**config.mk**
```make
export PLATFORM = sky130hd
export DESIGN_NAME = flash_host_ctrl
export DESIGN_NICKNAME = d
export VERILOG_FILES = /design/src/flash_host_pkg.sv /design/src/flash_bus_cycle.sv /design/src/flash_host_ctrl.sv
export SDC_FILE = /design/constraint.sdc
export NUM_CORES = 1
export LEC_CHECK = 0
export BUFFER_PORTS_ARGS = -buffer_cell sky130_fd_sc_hd__clkbuf_2
export CORE_MARGIN = 8
export CORE_UTILIZATION = 50
export CTS_CLUSTER_DIAMETER = 80
export DETAILED_ROUTE_END_ITERATION = 10
export GPL_TIMING_DRIVEN = 0
export PLACE_DENSITY = 0.82
export SETUP_SLACK_MARGIN = 0.15
export SLEW_MARGIN = 20
export SYNTH_ARGS = -nofsm -noshare
export SYNTH_HDL_FRONTEND = slang
export SYNTH_SLANG_ARGS = --single-unit
```
**constraint.sdc**
```tcl
create_clock -name CLK_SYS -period 2.55 [get_ports CLK_SYS]
set_input_delay 0.51 -clock CLK_SYS [delete_from_list [all_inputs] [get_ports CLK_SYS]]
set_output_delay 0.51 -clock CLK_SYS [all_outputs]
set_load 0.02 [all_outputs]
```
**src/flash_host_pkg.sv**
```systemverilog
`default_nettype none
package flash_host_pkg;

	// ==================================================================
	// Register port of the controller
	localparam int          REG_AW          = 8;
	localparam logic [7:0]  REG_CMD         = 8'h00;
	localparam logic [7:0]  REG_ADDR        = 8'h04;
	localparam logic [7:0]  REG_STATUS      = 8'h08;
	localparam logic [7:0]  REG_RESULT      = 8'h0C;
	localparam int          CMD_OP_LSB      = 0;
	localparam int          CMD_UNPROT_BIT  = 8;
	localparam int          ST_BUSY_BIT     = 0;
	localparam int          ST_DONE_BIT     = 1;
	localparam int          ST_FAIL_BIT     = 2;
	localparam int          ST_REFUSED_BIT  = 3;
	localparam int          ST_PROTDONE_BIT = 4;
	localparam logic [3:0]  CMD_RESET_VAL   = 4'h0;
	localparam logic [18:0] ADDR_RESET_VAL  = 19'h00000;
	localparam logic [7:0]  RESULT_RST_VAL  = 8'h00;

	// ==================================================================
	// Operations
	localparam logic [3:0] OP_RESET   = 4'h1;
	localparam logic [3:0] OP_READ    = 4'h2;
	localparam logic [3:0] OP_ID      = 4'h3;
	localparam logic [3:0] OP_VERIFY  = 4'h4;
	localparam logic [3:0] OP_CHIP_ER = 4'h5;
	localparam logic [3:0] OP_PROTECT = 4'h6;
	localparam logic [3:0] OP_HV_ID   = 4'h7;

	// ==================================================================
	// Flash command set
	localparam logic [18:0] UNLOCK_ADDR1  = 19'h00555;
	localparam logic [18:0] UNLOCK_ADDR2  = 19'h002AA;
	localparam logic [18:0] ANY_ADDR      = 19'h00000;
	localparam logic [7:0]  UNLOCK_DATA1  = 8'hAA;
	localparam logic [7:0]  UNLOCK_DATA2  = 8'h55;
	localparam logic [7:0]  CODE_RESET    = 8'hF0;
	localparam logic [7:0]  CODE_ID       = 8'h90;
	localparam logic [7:0]  CODE_ERASE_SU = 8'h80;
	localparam logic [7:0]  CODE_CHIP_ER  = 8'h10;
	localparam logic [7:0]  CODE_PROT_UL  = 8'h20;
	localparam logic [7:0]  CODE_DONTCARE = 8'h00;
	localparam logic [2:0]  LEN_RESET     = 3'h1;
	localparam logic [2:0]  LEN_ID        = 3'h3;
	localparam logic [2:0]  LEN_ERASE     = 3'h6;
	localparam logic [2:0]  LEN_PROTECT   = 3'h7;
	localparam int          SECTOR_MSB    = 18;
	localparam int          SECTOR_LSB    = 16;
	localparam int          ID_PIN_BIT    = 9;
	localparam int          PSEL_BIT      = 6;
	localparam int          A1_BIT        = 1;
	localparam int          POLL_BIT      = 7;
	localparam int          TOGGLE_BIT    = 6;
	localparam int          TLIMIT_BIT    = 5;

	// ==================================================================
	// Bus cycle timing
	localparam int         CLK_PERIOD_NS = 10;
	localparam int         T_WP_NS       = 40;
	localparam int         T_ACC_NS      = 70;
	localparam int         T_REC_NS      = 30;
	localparam logic [3:0] WP_CYC  = 4'((T_WP_NS + CLK_PERIOD_NS - 1)
		/ CLK_PERIOD_NS);
	localparam logic [3:0] ACC_CYC = 4'((T_ACC_NS + CLK_PERIOD_NS - 1)
		/ CLK_PERIOD_NS);
	localparam logic [3:0] REC_CYC = 4'((T_REC_NS + CLK_PERIOD_NS - 1)
		/ CLK_PERIOD_NS);

	typedef enum logic [1:0] {
		BC_IDLE   = 2'b00,
		BC_SETUP  = 2'b01,
		BC_STROBE = 2'b11,
		BC_HOLD   = 2'b10
	} bc_state_t;

	typedef enum logic [2:0] {
		M_IDLE   = 3'b000,
		M_NEXT   = 3'b001,
		M_WAIT_W = 3'b011,
		M_WAIT_R = 3'b010,
		M_POLL   = 3'b110,
		M_ABORT  = 3'b111
	} m_state_t;

endpackage : flash_host_pkg
`default_nettype wire

```
**src/flash_bus_cycle.sv**
```systemverilog
`timescale 1ns/100ps
`default_nettype none
module flash_bus_cycle
	import flash_host_pkg::*;
(
	input  wire logic        clk,
	input  wire logic        rst_n,
	input  wire logic        start,
	input  wire logic        is_write,
	input  wire logic [18:0] addr,
	input  wire logic [7:0]  wdata,
	input  wire logic [7:0]  dq_in,
	output logic             ce_n,
	output logic             oe_n,
	output logic             we_n,
	output logic      [18:0] a,
	output logic      [7:0]  dq_out,
	output logic             dq_oe,
	output logic      [7:0]  rdata,
	output logic             done
);

	bc_state_t  state;
	logic       wr;
	logic [3:0] cnt;

	// ==================================================================
	// One strobe cycle: address and data stand from chip select low
	// until after the strobe has risen, so the far end latches stable
	// values on either edge.
	always_ff @(posedge clk or negedge rst_n) begin
		if (!rst_n) begin
			state  <= BC_IDLE;
			ce_n   <= 1'b1;
			oe_n   <= 1'b1;
			we_n   <= 1'b1;
			a      <= ADDR_RESET_VAL;
			dq_out <= CODE_DONTCARE;
			dq_oe  <= 1'b0;
			rdata  <= RESULT_RST_VAL;
			done   <= 1'b0;
			wr     <= 1'b0;
			cnt    <= 4'h0;
		end else begin
			unique case (state)
				BC_IDLE: begin
					done <= 1'b0;
					if (start) begin
						a      <= addr;
						ce_n   <= 1'b0;
						dq_out <= wdata;
						dq_oe  <= is_write;
						wr     <= is_write;
						state  <= BC_SETUP;
					end
				end
				BC_SETUP: begin
					// Never both strobes low at once
					if (wr) begin
						we_n <= 1'b0;
						cnt  <= WP_CYC - 4'h1;
					end else begin
						oe_n <= 1'b0;
						cnt  <= ACC_CYC - 4'h1;
					end
					state <= BC_STROBE;
				end
				BC_STROBE: begin
					if (cnt == 4'h0) begin
						we_n  <= 1'b1;
						oe_n  <= 1'b1;
						if (!wr)
							rdata <= dq_in;
						cnt   <= REC_CYC - 4'h1;
						state <= BC_HOLD;
					end else begin
						cnt <= cnt - 4'h1;
					end
				end
				BC_HOLD: begin
					// Data still driven after the strobe rose
					if (cnt == 4'h0) begin
						ce_n  <= 1'b1;
						dq_oe <= 1'b0;
						done  <= 1'b1;
						state <= BC_IDLE;
					end else begin
						cnt <= cnt - 4'h1;
					end
				end
			endcase
		end
	end

endmodule : flash_bus_cycle
`default_nettype wire

```
**src/flash_host_ctrl.sv**
```systemverilog
// Behaviour
// - Unlock writes use 555h/2AAh low addresses
// - After failure write F0h, then new command
// - Chip erase is six write cycles
// - Protect unlock, then write with select line
// - Verify without high voltage only after protect
//
// The address map and the address-and-strobe port were chosen for this implementation.
`timescale 1ns/100ps
`default_nettype none
module flash_host_ctrl
	import flash_host_pkg::*;
(
	input  wire logic              CLK_SYS,
	input  wire logic              RST_N,
	input  wire logic [REG_AW-1:0] REG_ADDR_IN,
	input  wire logic [31:0]       REG_WDATA,
	input  wire logic              REG_WR,
	input  wire logic              REG_RD,
	output logic      [31:0]       REG_RDATA,
	output logic                   FLASH_CE_N,
	output logic                   FLASH_OE_N,
	output logic                   FLASH_WE_N,
	output logic      [18:0]       FLASH_A,
	input  wire logic [7:0]        FLASH_DQ_IN,
	output logic      [7:0]        FLASH_DQ_OUT,
	output logic                   FLASH_DQ_OE,
	output logic                   FLASH_ID_HV_EN
);

	m_state_t    mstate;
	logic [3:0]  op;
	logic        unprot;
	logic [18:0] target;
	logic        busy;
	logic        done_flag;
	logic        fail_flag;
	logic        refused;
	logic        prot_done;
	logic [7:0]  result;
	logic [2:0]  step;
	logic        poll_first;
	logic        prev_toggle;
	logic        prev_tlimit;
	logic        bc_start;
	logic        bc_write;
	logic [18:0] bc_addr;
	logic [7:0]  bc_wdata;
	logic [7:0]  bc_rdata;
	logic        bc_done;
	logic        cmd_wr;
	logic [3:0]  wop;
	logic        op_ok;

	// ==================================================================
	// Command sequence tables
	function automatic logic [2:0] seq_len(input logic [3:0] o);
		unique case (o)
			OP_RESET:   seq_len = LEN_RESET;
			OP_ID:      seq_len = LEN_ID;
			OP_CHIP_ER: seq_len = LEN_ERASE;
			OP_PROTECT: seq_len = LEN_PROTECT;
			default:    seq_len = 3'h0;
		endcase
	endfunction : seq_len

	// Returns {address, data} of one write; upper lines stay low except the sector lines of the protect select write
	function automatic logic [26:0] seq_step(input logic [3:0] o,
		input logic [2:0] i, input logic [18:0] t, input logic u);
		logic [18:0] lock_addr;
		lock_addr = ANY_ADDR;
		lock_addr[SECTOR_MSB:SECTOR_LSB] = t[SECTOR_MSB:SECTOR_LSB];
		lock_addr[ID_PIN_BIT] = 1'b1;
		lock_addr[PSEL_BIT] = u;
		if (o == OP_RESET)
			seq_step = {ANY_ADDR, CODE_RESET};
		else if (i == 3'h6)
			seq_step = {lock_addr, CODE_DONTCARE};
		else if (i == 3'h0 || i == 3'h3)
			seq_step = {UNLOCK_ADDR1, UNLOCK_DATA1};
		else if (i == 3'h1 || i == 3'h4)
			seq_step = {UNLOCK_ADDR2, UNLOCK_DATA2};
		else if (o == OP_ID)
			seq_step = {UNLOCK_ADDR1, CODE_ID};
		else if (i == 3'h2)
			seq_step = {UNLOCK_ADDR1, CODE_ERASE_SU};
		else if (o == OP_CHIP_ER)
			seq_step = {UNLOCK_ADDR1, CODE_CHIP_ER};
		else
			seq_step = {UNLOCK_ADDR1, CODE_PROT_UL};
	endfunction : seq_step

	function automatic logic [18:0] read_addr(input logic [3:0] o,
		input logic [18:0] t);
		logic [18:0] rd_addr;
		rd_addr = ANY_ADDR;
		unique case (o)
			OP_ID:  rd_addr[0] = t[0];
			OP_HV_ID: begin
				rd_addr[0] = t[0];
				rd_addr[ID_PIN_BIT] = 1'b1;
			end
			OP_VERIFY: begin
				rd_addr[SECTOR_MSB:SECTOR_LSB] =
					t[SECTOR_MSB:SECTOR_LSB];
				rd_addr[ID_PIN_BIT] = 1'b1;
				rd_addr[A1_BIT] = 1'b1;
			end
			default: rd_addr = t;
		endcase
		read_addr = rd_addr;
	endfunction : read_addr

	assign cmd_wr = REG_WR && (REG_ADDR_IN == REG_CMD);
	assign wop    = REG_WDATA[CMD_OP_LSB +: 4];
	// Only documented sequences go out; a verify without high voltage is
	// refused unless the last operation was a protect write
	assign op_ok  = (wop >= OP_RESET) && (wop <= OP_HV_ID)
		&& (wop != OP_VERIFY || prot_done);

	// ==================================================================
	// Target address register
	always_ff @(posedge CLK_SYS or negedge RST_N) begin
		if (!RST_N)
			target <= ADDR_RESET_VAL;
		else if (REG_WR && REG_ADDR_IN == REG_ADDR && !busy)
			target <= REG_WDATA[18:0];
	end

	// ==================================================================
	// Operation sequencer; commands written before the flash finishes are ignored
	always_ff @(posedge CLK_SYS or negedge RST_N) begin
		if (!RST_N) begin
			mstate      <= M_IDLE;
			op          <= CMD_RESET_VAL;
			unprot      <= 1'b0;
			busy        <= 1'b0;
			done_flag   <= 1'b0;
			fail_flag   <= 1'b0;
			refused     <= 1'b0;
			prot_done   <= 1'b0;
			result      <= RESULT_RST_VAL;
			step        <= 3'h0;
			poll_first  <= 1'b1;
			prev_toggle <= 1'b0;
			prev_tlimit <= 1'b0;
			bc_start    <= 1'b0;
			bc_write    <= 1'b0;
			bc_addr     <= ADDR_RESET_VAL;
			bc_wdata    <= CODE_DONTCARE;
			FLASH_ID_HV_EN <= 1'b0;
		end else begin
			bc_start <= 1'b0;
			unique case (mstate)
				M_IDLE: begin
					if (cmd_wr) begin
						refused <= !op_ok;
						if (op_ok) begin
							op         <= wop;
							unprot     <= REG_WDATA[CMD_UNPROT_BIT];
							busy       <= 1'b1;
							done_flag  <= 1'b0;
							fail_flag  <= 1'b0;
							step       <= 3'h0;
							poll_first <= 1'b1;
							FLASH_ID_HV_EN <= (wop == OP_HV_ID);
							mstate     <= M_NEXT;
						end
					end
				end
				M_NEXT: begin
					bc_start <= 1'b1;
					if (step < seq_len(op)) begin
						bc_write <= 1'b1;
						{bc_addr, bc_wdata} <= seq_step(op, step, target, unprot);
						mstate <= M_WAIT_W;
					end else begin
						bc_write <= 1'b0;
						bc_addr  <= read_addr(op, target);
						// Polling starts once the last strobe has risen
						mstate   <= (op == OP_CHIP_ER) ? M_POLL : M_WAIT_R;
					end
				end
				M_WAIT_W: begin
					if (bc_done) begin
						step   <= step + 3'h1;
						mstate <= M_NEXT;
					end
				end
				M_WAIT_R: begin
					if (bc_done) begin
						result <= bc_rdata;
						busy   <= 1'b0;
						done_flag <= 1'b1;
						prot_done <= (op == OP_PROTECT);
						FLASH_ID_HV_EN <= 1'b0;
						mstate <= M_IDLE;
						if (op == OP_RESET || op == OP_PROTECT)
							result <= RESULT_RST_VAL;
					end
				end
				M_POLL: begin
					if (bc_done) begin
						prev_toggle <= bc_rdata[TOGGLE_BIT];
						prev_tlimit <= bc_rdata[TLIMIT_BIT];
						poll_first  <= 1'b0;
						result      <= bc_rdata;
						if (!poll_first && bc_rdata[POLL_BIT]
							&& bc_rdata[TOGGLE_BIT] == prev_toggle) begin
							busy      <= 1'b0;
							done_flag <= 1'b1;
							prot_done <= 1'b0;
							mstate    <= M_IDLE;
						end else if (!poll_first && bc_rdata[TLIMIT_BIT]
							&& prev_tlimit
							&& bc_rdata[TOGGLE_BIT] != prev_toggle) begin
							// Limit flag on two reads in a row: array data
							// read right after a good finish may carry it
							// Failed flash stays busy until told to abort
							bc_start <= 1'b1;
							bc_write <= 1'b1;
							{bc_addr, bc_wdata} <= {ANY_ADDR, CODE_RESET};
							mstate   <= M_ABORT;
						end else begin
							bc_start <= 1'b1;
						end
					end
				end
				M_ABORT: begin
					if (bc_done) begin
						busy      <= 1'b0;
						fail_flag <= 1'b1;
						prot_done <= 1'b0;
						mstate    <= M_IDLE;
					end
				end
			endcase
		end
	end

	// ==================================================================
	// Register read port, data valid only the cycle after the strobe
	always_ff @(posedge CLK_SYS or negedge RST_N) begin
		if (!RST_N) begin
			REG_RDATA <= 32'h00000000;
		end else begin
			REG_RDATA <= 32'h00000000;
			if (REG_RD) begin
				unique case (REG_ADDR_IN)
					REG_CMD:    REG_RDATA <= {23'h0, unprot, 4'h0, op};
					REG_ADDR:   REG_RDATA <= {13'h0, target};
					REG_STATUS: REG_RDATA <= {27'h0, prot_done, refused,
						fail_flag, done_flag, busy};
					REG_RESULT: REG_RDATA <= {24'h0, result};
					default:    REG_RDATA <= 32'h00000000;
				endcase
			end
		end
	end

	flash_bus_cycle u_cycle (
		.clk      (CLK_SYS),
		.rst_n    (RST_N),
		.start    (bc_start),
		.is_write (bc_write),
		.addr     (bc_addr),
		.wdata    (bc_wdata),
		.dq_in    (FLASH_DQ_IN),
		.ce_n     (FLASH_CE_N),
		.oe_n     (FLASH_OE_N),
		.we_n     (FLASH_WE_N),
		.a        (FLASH_A),
		.dq_out   (FLASH_DQ_OUT),
		.dq_oe    (FLASH_DQ_OE),
		.rdata    (bc_rdata),
		.done     (bc_done)
	);

endmodule : flash_host_ctrl
`default_nettype wire

```
==> out/results.txt, run 1 <==
Status: finished clean
Final Cell Area: 0.00786 sq mm
Area growth syn-to-layout: 27.4%
FF-to-FF setup slack: 0.04 ns
Number of distinct library cells after synthesis: 66
Mean post-synth cell area: 12.2 sq um
Global placer's final weighted congestion: 0.840
Chip width: 127 microns
Top FF cell, synth: dfrtp_1
Antenna violations before repair: 0
Remaining antenna violation count: 0
Leakage: 3.88 nW
CP Buf/Inv Count: 3
Clock Root Buffer: clkbuf_16
Relative slew slack: 38.4%
Top cell type's share of synthesized area: 54.4%
R2R Path Start: op[1]
Slowest stage cell, crit path: dfrtp_1
Post-DR vias/cell: 5.92
Setup WS pre-CTS: -0.317 ns
CTS tree: done
Power after layout: 8.89 mW
Initial Util: 51.4%
Die area: 0.0161 sq mm
Worst VDD drop: 604 uV
Global-route wire length before repair: 25700 microns
First drt pass iteration count: 7
Row cnt: 40
Ant diodes: 0
Cell accounting for the most synthesized area: dfrtp_1
Synth area leaders: dfrtp_1, mux2_2, a22o_1
Critical path fanouts, max: 5
Top cell family by delay on the critical path: compound AO/OA/AOI/OAI gates
Die outline height: 127 microns
1st-iter DRT viols: 439
Clk sinks: 138
Max H-tree Level: 4
Setup Skew: 0.0114 ns
Worst Setup EP: bc_addr[8]
Latest clock arrival within the worst-skew pair: 0.42 ns
Fmax: 0.399 GHz
Cell mode on critical path: buf_6
Maxcap violations: 0
I/O Pins: 116
FFs w/ async S/R, synth: 100%
# port buffers: 89
Clock slew at reported path FFs: 0.06 ns
GRT Total Usage: 20.3%
Beginning of the critical path: op[1]
Clock buffer depth: 2
Synth Cell Area: 0.00617 sq mm
DRC: 0
Largest net degree at the start of global routing: 71
Sequential share of the synthesized area: 56.1%
RSZ-0062 raised after global routing: yes
Post-synthesis sequential element count: 138
CTS buffer count: 17
Crit path kind: reg2reg
Crit path arrival time: 2.85 ns
DR vias: 4743
Grt total ovfl: 0
Reg2reg path depth: 13
Most frequent cell after synthesis: dfrtp_1
Power density over cell area: 1130 mW/mm^2
Setup tns final: 0 ns
Placed cell area: 0.00690 sq mm
Worst Max-Slew Pin Slew: 0.919 ns
Core Footprint: 0.0120 sq mm
FF-to-FF End: bc_addr[8]
Cells after Synth: 506
WL final: 16600 microns
Stages on worst setup path: 13
Crit. End Element: flip-flop
Slowest stage delay, CP: 0.43 ns
Tmin final: 2.51 ns
HPWL after detailed placement: 10800 microns
Critical Path Start Type: flip-flop
Nets: 703
Top cells by count, synth: dfrtp_1, mux2_2, nand2_1
CP required: 2.90 ns
Final hold vios: 0
Period utilisation layout: 98.4%
Final setup viols: 0
Number of flops mapped to enable cells by yosys: 0
Syn. warnings: 0
Share of cells above drive strength 1: 39.3%
Max Slew Vio Count: 0
Wire length per cell: 20.7 microns
Vias in the first global route: 4862
Cell Chain, Critical Path: buf_6 -> xor2_1 -> nand2_1 -> nand2_1 -> nand2_2 -> ha_4 -> o21a_1 -> o21ai_4 -> buf_6 -> a21oi_4 -> nor2b_4 -> buf_6 -> a221o_1
Hold crit path type: in2async
Final setup margin: 0.0418 ns
[cell type report]
class,count,area (sq um)
tap,147,184
clock inverter,10,214
inverter,15,56.3
timing repair buffer,105,606
sequential,138,3460
clock buffer,21,470
fill,849,4150
buffer,38,230
multi-input combinational,327,2640
[flip-flops by register name (all words and copies together) (netlist names), 4 cells and up]
name            cells
u_cycle.rdata       8
op                  4
REG_RDATA          19
bc_addr            19
u_cycle.cnt         4
u_cycle.a          19
u_cycle.dq_out      6
target             19
bc_wdata            6
result              8
[layer usage]
layer	track usage [%]	wire length, microns	vias up
li1	-	-	2085
met1	23.8	6370	2374
met2	34.4	8590	239
met3	5.37	1170	45
met4	8.68	448	0
met5	0	0	-
[cell usage in the layout, fill, tap and decap left out, drive strengths merged, types with 3 or more instances in the layout]
cell type,n
dfrtp,134
clkbuf,126
mux2,64
buf,38
nand2,34
nor2,25
o21ai,22
a22o,18
a21oi,17
inv,15
conb,13
and2,11
a221o,11
ha,9
a31oi,8
mux2i,7
nor2b,7
nor4,7
nand2b,6
bufinv,6
nand3,5
mux4,4
and3,4
dfstp,4
nor3,4
o22ai,4
xor2,3
a21o,3
clkinv,3
[report_power, final]
group,internal (mW),switching (mW)
sequential,2.76,0.440
clock,1.91,0.932
combinational,1.24,1.60
total,5.92,2.97
[stage by stage]
stage                     cells  hold slack, ns  util [%]
after global placement      754           0.450      57.1
after global routing        801           0.139      65.4
after detailed placement    755           0.460      57.4
after CTS                   794           0.104      64.4
final                       801          0.0873      65.4
after floorplan             518           0.214         -
[kinds of logic after synthesis]
family / after synthesis / synth area share, %
AND/OR/NAND/NOR: 120 / 10.7
AO/OA/AOI/OAI: 106 / 12.3
multiplexers: 75 / 14.3
flip-flops: 138 / 56.1
other: 1 / 0.0608
buffers and inverters: 53 / 4.28
XOR/XNOR: 4 / 0.568
adder cells (fa/ha/maj): 9 / 1.83
[worst min path at each step]
stage	from	end	slack, ns
6_report	RST_N	u_cycle.state[1]	0.09
5_1_grt	RST_N	u_cycle.state[1]	0.14
4_1_cts	RST_N	u_cycle.state[1]	0.10
3_5_place_dp	u_cycle.ce_n	u_cycle.ce_n	0.46
3_3_place_gp	u_cycle.ce_n	u_cycle.ce_n	0.45
2_1_floorplan	RST_N	FLASH_ID_HV_EN	0.21
[timing repair]
action | CTS | global route
buffers inserted | 8 | 6
setup endpoints to repair | 26 | 53
cloned | 0 | 1
hold buffers | 0 | 0
pin swaps | 9 | 7
resized for setup | 23 | 17
Power figures use the tool's default switching activity.
==> inputs of run 2 (changes only) <==
==> constraint.sdc (replaced) <==
create_clock -name CLK_SYS -period 2.55 [get_ports CLK_SYS]
set_input_delay 0.255 -clock CLK_SYS [delete_from_list [all_inputs] [get_ports CLK_SYS]]
set_output_delay 0.255 -clock CLK_SYS [all_outputs]
set_load 0.02 [all_outputs]
==> run 2 against run 1 <==
Against the previous run:
- core utilization grew 0.083 points
- critical path depth is the same
- sequential cell count is the same
- first-iteration DRC count grew 10%
- clock power is essentially flat
- count of clock-buffer cells in the layout is the same
- register-to-register slack gained 0.02 ns
- final cell count grew 0.12%
- die area is the same
- wire length is essentially flat
==> out/results.txt, run 2 (same netlist as run 1, synthesis figures left out) <==
Hold depth: 2
FF-to-FF setup slack: 0.06 ns
DRC: 0
Status: finished clean
FF-to-FF End: bc_addr[8]
Most frequent cells in the layout: dfrtp_1, clkbuf_2, mux2_2
I/O Pins: 116
Leading cell type in the layout, fill and taps excluded: dfrtp_1
Area growth syn-to-layout: 27.5%
# port buffers: 89
Tmin final: 2.49 ns
Area of the multi-input gates: 0.00264 sq mm
Final Cell Area: 0.00787 sq mm
Clock buffer depth: 2
Final Core Density: 65.5%
1st-iter DRT viols: 484
Worst Max-Slew Pin Slew: 0.945 ns
GRT Total Usage: 20.3%
Maxcap violations: 0
Leakage: 3.88 nW
Share of cells above drive strength 1: 39.2%
HPWL after detailed placement: 10800 microns
Cell Chain, Critical Path: buf_6 -> xor2_1 -> nand2_1 -> nand2_1 -> nand2_2 -> ha_4 -> o21a_1 -> o21ai_4 -> buf_6 -> a21oi_4 -> nor2b_4 -> buf_6 -> a221o_1
Clock Root Buffer: clkbuf_16
Row cnt: 40
Worst VDD drop: 607 uV
Reg2reg path depth: 13
Latest clock arrival within the worst-skew pair: 0.42 ns
Post-DR vias/cell: 5.90
First drt pass iteration count: 5
Die area: 0.0161 sq mm
Crit path kind: reg2reg
Slowest stage cell, crit path: dfrtp_1
RSZ-0062 raised after global routing: yes
Largest net degree at the start of global routing: 71
CTS buffer count: 17
Clock slew at reported path FFs: 0.06 ns
Remaining antenna violation count: 0
Setup tns final: 0 ns
Slowest stage delay, CP: 0.43 ns
Initial Util: 51.4%
Layout fillers: 848
Crit. End Element: flip-flop
WL final: 16600 microns
Period utilisation layout: 97.5%
Max H-tree Level: 4
Final hold vios: 0
Worst Setup EP: bc_addr[8]
CP required: 2.90 ns
Hold crit path type: in2reg
Wire length per cell: 20.7 microns
Crit path arrival time: 2.84 ns
Global placer's final weighted congestion: 0.840
Ant diodes: 0
Placed cell area: 0.00690 sq mm
R2R Path Start: op[1]
Nets: 704
Seq. cell area: 0.00346 sq mm
Cell mode on critical path: buf_6
CTS tree: done
Global-route wire length before repair: 25700 microns
Critical path fanouts, max: 5
DR vias: 4735
Chip width: 127 microns
Power density over cell area: 1130 mW/mm^2
Vias in the first global route: 4865
Clk sinks: 138
Setup Skew: 0.00925 ns
Die outline height: 127 microns
Final setup viols: 0
Beginning of the critical path: op[1]
Antenna violations before repair: 0
Relative slew slack: 36.7%
Core Footprint: 0.0120 sq mm
Max Slew Vio Count: 0
Fmax: 0.402 GHz
Grt total ovfl: 0
Critical Path Start Type: flip-flop
==> run 2: changes by cell type in the layout (fill, tap and decap cells not counted), sizes merged <==
| cell | change |
|---|---|
| dlygate4sd3 | +1 |
==> run 2: how the worst min path moves through the flow <==
| stage | startpoint | endpoint | slack, ns |
|---|---|---|---|
| after floorplan | RST_N | FLASH_ID_HV_EN | -0.04 |
| after global placement | u_cycle.ce_n | u_cycle.ce_n | 0.45 |
| after detailed placement | RST_N | u_cycle.cnt[3] | 0.29 |
| after CTS | REG_WDATA[16] | target[16] | 0.06 |
| after global routing | FLASH_DQ_IN[7] | u_cycle.rdata[7] | 0.07 |
| final | REG_WDATA[16] | target[16] | 0.07 |
==> run 2: timing repair <==
| item | in CTS | in global routing |
|---|---|---|
| gates resized for setup | 23 | 17 |
| hold buffers | 1 | 0 |
| gates cloned | 0 | 1 |
| endpoints found under the setup margin | 26 | 53 |
| pin swaps | 9 | 7 |
| buffers inserted | 8 | 6 |
| endpoints found under the hold margin | 65 | 0 |
==> run 2: stage by stage <==
| stage | instances | hold WS (ns) | setup WS, ns | total power [mW] |
|---|---|---|---|---|
| final | 802 | 0.0717 | 0.0627 | 8.89 |
| after global routing | 802 | 0.0697 | 0.00279 | 9.29 |
| after CTS | 795 | 0.0639 | 0.0972 | 8.68 |
| after detailed placement | 755 | 0.288 | -0.317 | 5.65 |
| after global placement | 754 | 0.450 | -0.811 | 5.53 |
| after floorplan | 518 | -0.0406 | 0.158 | 4.85 |
==> run 2: power by group <==
group | switching, mW | internal [mW]
logic | 1.60 | 1.24
clock network | 0.937 | 1.91
registers | 0.439 | 2.76
==> run 2: area by class of cell <==
type / instances / area share [%]
clock buffer: 21 / 5.98
clock inverter: 10 / 2.72
tap: 147 / 2.34
buffer: 38 / 2.93
timing repair buffer: 106 / 7.82
inverter: 15 / 0.716
multi-input combinational: 327 / 33.6
sequential: 138 / 43.9
==> run 2: critical path: cells and delay by family (launching register included) <==
kind	cells	cell delay, ns
AOI/OAI and AO/OA	4	0.60
DFF	1	0.43
xor gates and xnor gates	1	0.14
and+or+nand+nor	4	0.55
adders and majority gates	1	0.27
buffers and inverters	3	0.42
==> run 2: layer usage <==
| layer | GRT usage (%) | share of wire (%) | wire [microns] |
|---|---|---|---|
| met1 | 23.9 | 38 | 6370 |
| met4 | 8.68 | 2.5 | 421 |
| met5 | 0 | 0 | 0 |
| met2 | 34.4 | 52 | 8560 |
| met3 | 5.37 | 7.4 | 1240 |
==> inputs of run 3 (changes only) <==
--- a/config.mk
+++ b/config.mk
@@ -5,13 +5,13 @@
 export SDC_FILE = /design/constraint.sdc
 export NUM_CORES = 1
 export LEC_CHECK = 0
-export BUFFER_PORTS_ARGS = -buffer_cell sky130_fd_sc_hd__clkbuf_2
 export CORE_MARGIN = 8
-export CORE_UTILIZATION = 50
+export CORE_UTILIZATION = 30
 export CTS_CLUSTER_DIAMETER = 80
 export DETAILED_ROUTE_END_ITERATION = 10
+export DONT_BUFFER_PORTS = 1
 export GPL_TIMING_DRIVEN = 0
-export PLACE_DENSITY = 0.82
+export PLACE_DENSITY = 0.51
 export SETUP_SLACK_MARGIN = 0.15
 export SLEW_MARGIN = 20
 export SYNTH_ARGS = -nofsm -noshare
==> run 3 against run 2 <==
Against the previous run:
- the flow now finishes with violations (negative hold slack)
- power down 7.9%
- sequential cell count did not move
- worst hold slack got worse by 0.53 ns
- count of clock-buffer cells in the layout is 2 higher
- register-to-register slack improved by 0.09 ns
- die area up 57%
- clock power is 15% lower
- non-clock buffer count fell by 60
- via count shrank 9.8%
- highest routed layer is now met5
==> out/results.txt, run 3 (same netlist as run 1, synthesis figures left out) <==
Fmax: 0.417 GHz
Largest net degree at the start of global routing: 139
Die outline height: 159 microns
Switch share: 33.9%
CTS buffer count: 17
Post-DR vias/cell: 4.95
WL final: 16400 microns
Wire length per cell: 19.0 microns
Status: finished, violations left
# port buffers: 0
First drt pass iteration count: 7
FF-to-FF setup slack: 0.15 ns
CP required: 2.85 ns
Switch Pwr: 2.78 mW
Reg2reg path depth: 9
HPWL after detailed placement: 11500 microns
Leakage: 3.55 nW
Antenna violations before repair: 1
Layout fillers: 1926
Nets: 644
Violated checks: negative hold slack
DR vias: 4269
Placed cell count: 788
Tmin final: 2.40 ns
Power density over cell area: 1060 mW/mm^2
Critical path fanouts, max: 10
Clock buffer depth: 2
Vias in the first global route: 4392
Max H-tree Level: 4
Worst VDD drop: 464 uV
Setup tns final: 0 ns
Slowest stage delay, CP: 0.41 ns
Seq pwr share: 41.7%
GRT Total Usage: 12.8%
Maxcap violations: 0
Final Cell Area: 0.00772 sq mm
Area growth syn-to-layout: 25.2%
Global placer's final weighted congestion: 0.790
Remaining antenna violation count: 0
Power Internal: 5.41 mW
Hold crit path type: in2async
Ant diodes: 0
Initial Util: 30.5%
Clock power frac: 29.6%
Cell Chain, Critical Path: clkbuf_4 -> xor2_1 -> nand2_1 -> ha_1 -> a41oi_4 -> nand2_2 -> buf_6 -> o22ai_4 -> mux2_4
CTS tree: done
Hold_ws: -0.460 ns
Placed cell area: 0.00657 sq mm
FF-to-FF End: bc_wdata[7]
Leading cell type in the layout, fill and taps excluded: dfrtp_1
Crit. End Element: flip-flop
Power after layout: 8.19 mW
Combinational power share: 28.6%
Chip width: 159 microns
Die area: 0.0254 sq mm
Hold Buf Count CTS: 28
Most frequent cells in the layout: dfrtp_1, mux2_2, buf_4, nand2_1, dlygate4sd3_1
1st-iter DRT viols: 162
Latest clock arrival within the worst-skew pair: 0.42 ns
Critical Path Start Type: flip-flop
Final Core Density: 38.2%
DRC: 0
Final setup viols: 0
Relative slew slack: 42.6%
Crit path kind: reg2reg
Clk sinks: 138
Final setup margin: 0.154 ns
R2R Path Start: op[0]
Clock slew at reported path FFs: 0.06 ns
Non-Filler Instances: 863
Grt total ovfl: 0
Core Footprint: 0.0202 sq mm
Top cell family by delay on the critical path: compound AO/OA/AOI/OAI gates
Row cnt: 52
RSZ-0062 raised after global routing: yes
Setup WS pre-CTS: -0.490 ns
Slowest stage cell, crit path: dfrtp_1
Share of cells above drive strength 1: 28.2%
Period utilisation layout: 94.0%
CP Buf/Inv Count: 2
Clock Root Buffer: clkbuf_16
Setup Skew: 0.00822 ns
Final hold vios: 138
Global-route wire length before repair: 25500 microns
Max Slew Vio Count: 0
Crit path arrival time: 2.70 ns
I/O Pins: 116
Worst Max-Slew Pin Slew: 0.858 ns
==> run 3: cell count changes in the layout (fill, tap and decap cells not counted), sizes merged <==
cell	change
buf	+2
bufinv	-4
clkbuf	-87
clkinv	-2
clkinvlp	+1
dlygate4sd3	+27
inv	+1
==> run 3: power groups by stage <==
stage          sequential (mW)  clock [mW]  combinational [mW]
2_1_floorplan             3.25           0                1.60
3_3_place_gp              3.45           0                1.96
3_5_place_dp              3.46           0                1.99
4_1_cts                   3.43        2.48                2.23
5_1_grt                   3.50        2.57                2.57
6_report                  3.42        2.43                2.34
==> run 3: final cells by class <==
cell class,count,area [sq um],share of cell area [%]
repair buffers,46,430,5.57
plain buffers,38,231,3.00
clock buffers,23,488,6.32
clock inverters,6,88.8,1.15
flip-flops and latches,138,3460,44.8
well taps,270,338,4.37
inverters,15,56.3,0.729
multi-input cells,327,2630,34.1
==> run 3: metal layers <==
metal / up-vias / track usage [%] / routed length, microns
met3: 29 / 4.50 / 941
met2: 108 / 20.9 / 7920
met5: - / 0 / 13
met4: 2 / 4.97 / 365
li1: 1974 / - / -
met1: 2156 / 15.2 / 7150
==> run 3: worst max path at each step <==
stage	slack, ns	from	to	depth (start not counted)
finish	0.15	op[0]	bc_wdata[7]	9
global route	0.08	op[1]	bc_wdata[7]	11
CTS	0.15	op[2]	bc_wdata[7]	12
detailed placement	-0.49	op[1]	bc_addr[10]	12
global placement	-0.47	op[1]	bc_addr[8]	12
floorplan	0.16	op[1]	bc_addr[10]	12
==> run 3: what timing repair did <==
action	in CTS	in global routing
setup endpoints to repair	34	48
pin swaps	6	5
resized for setup	24	20
setup buffers	13	4
endpoints found under the hold margin	173	138
cloned	0	1
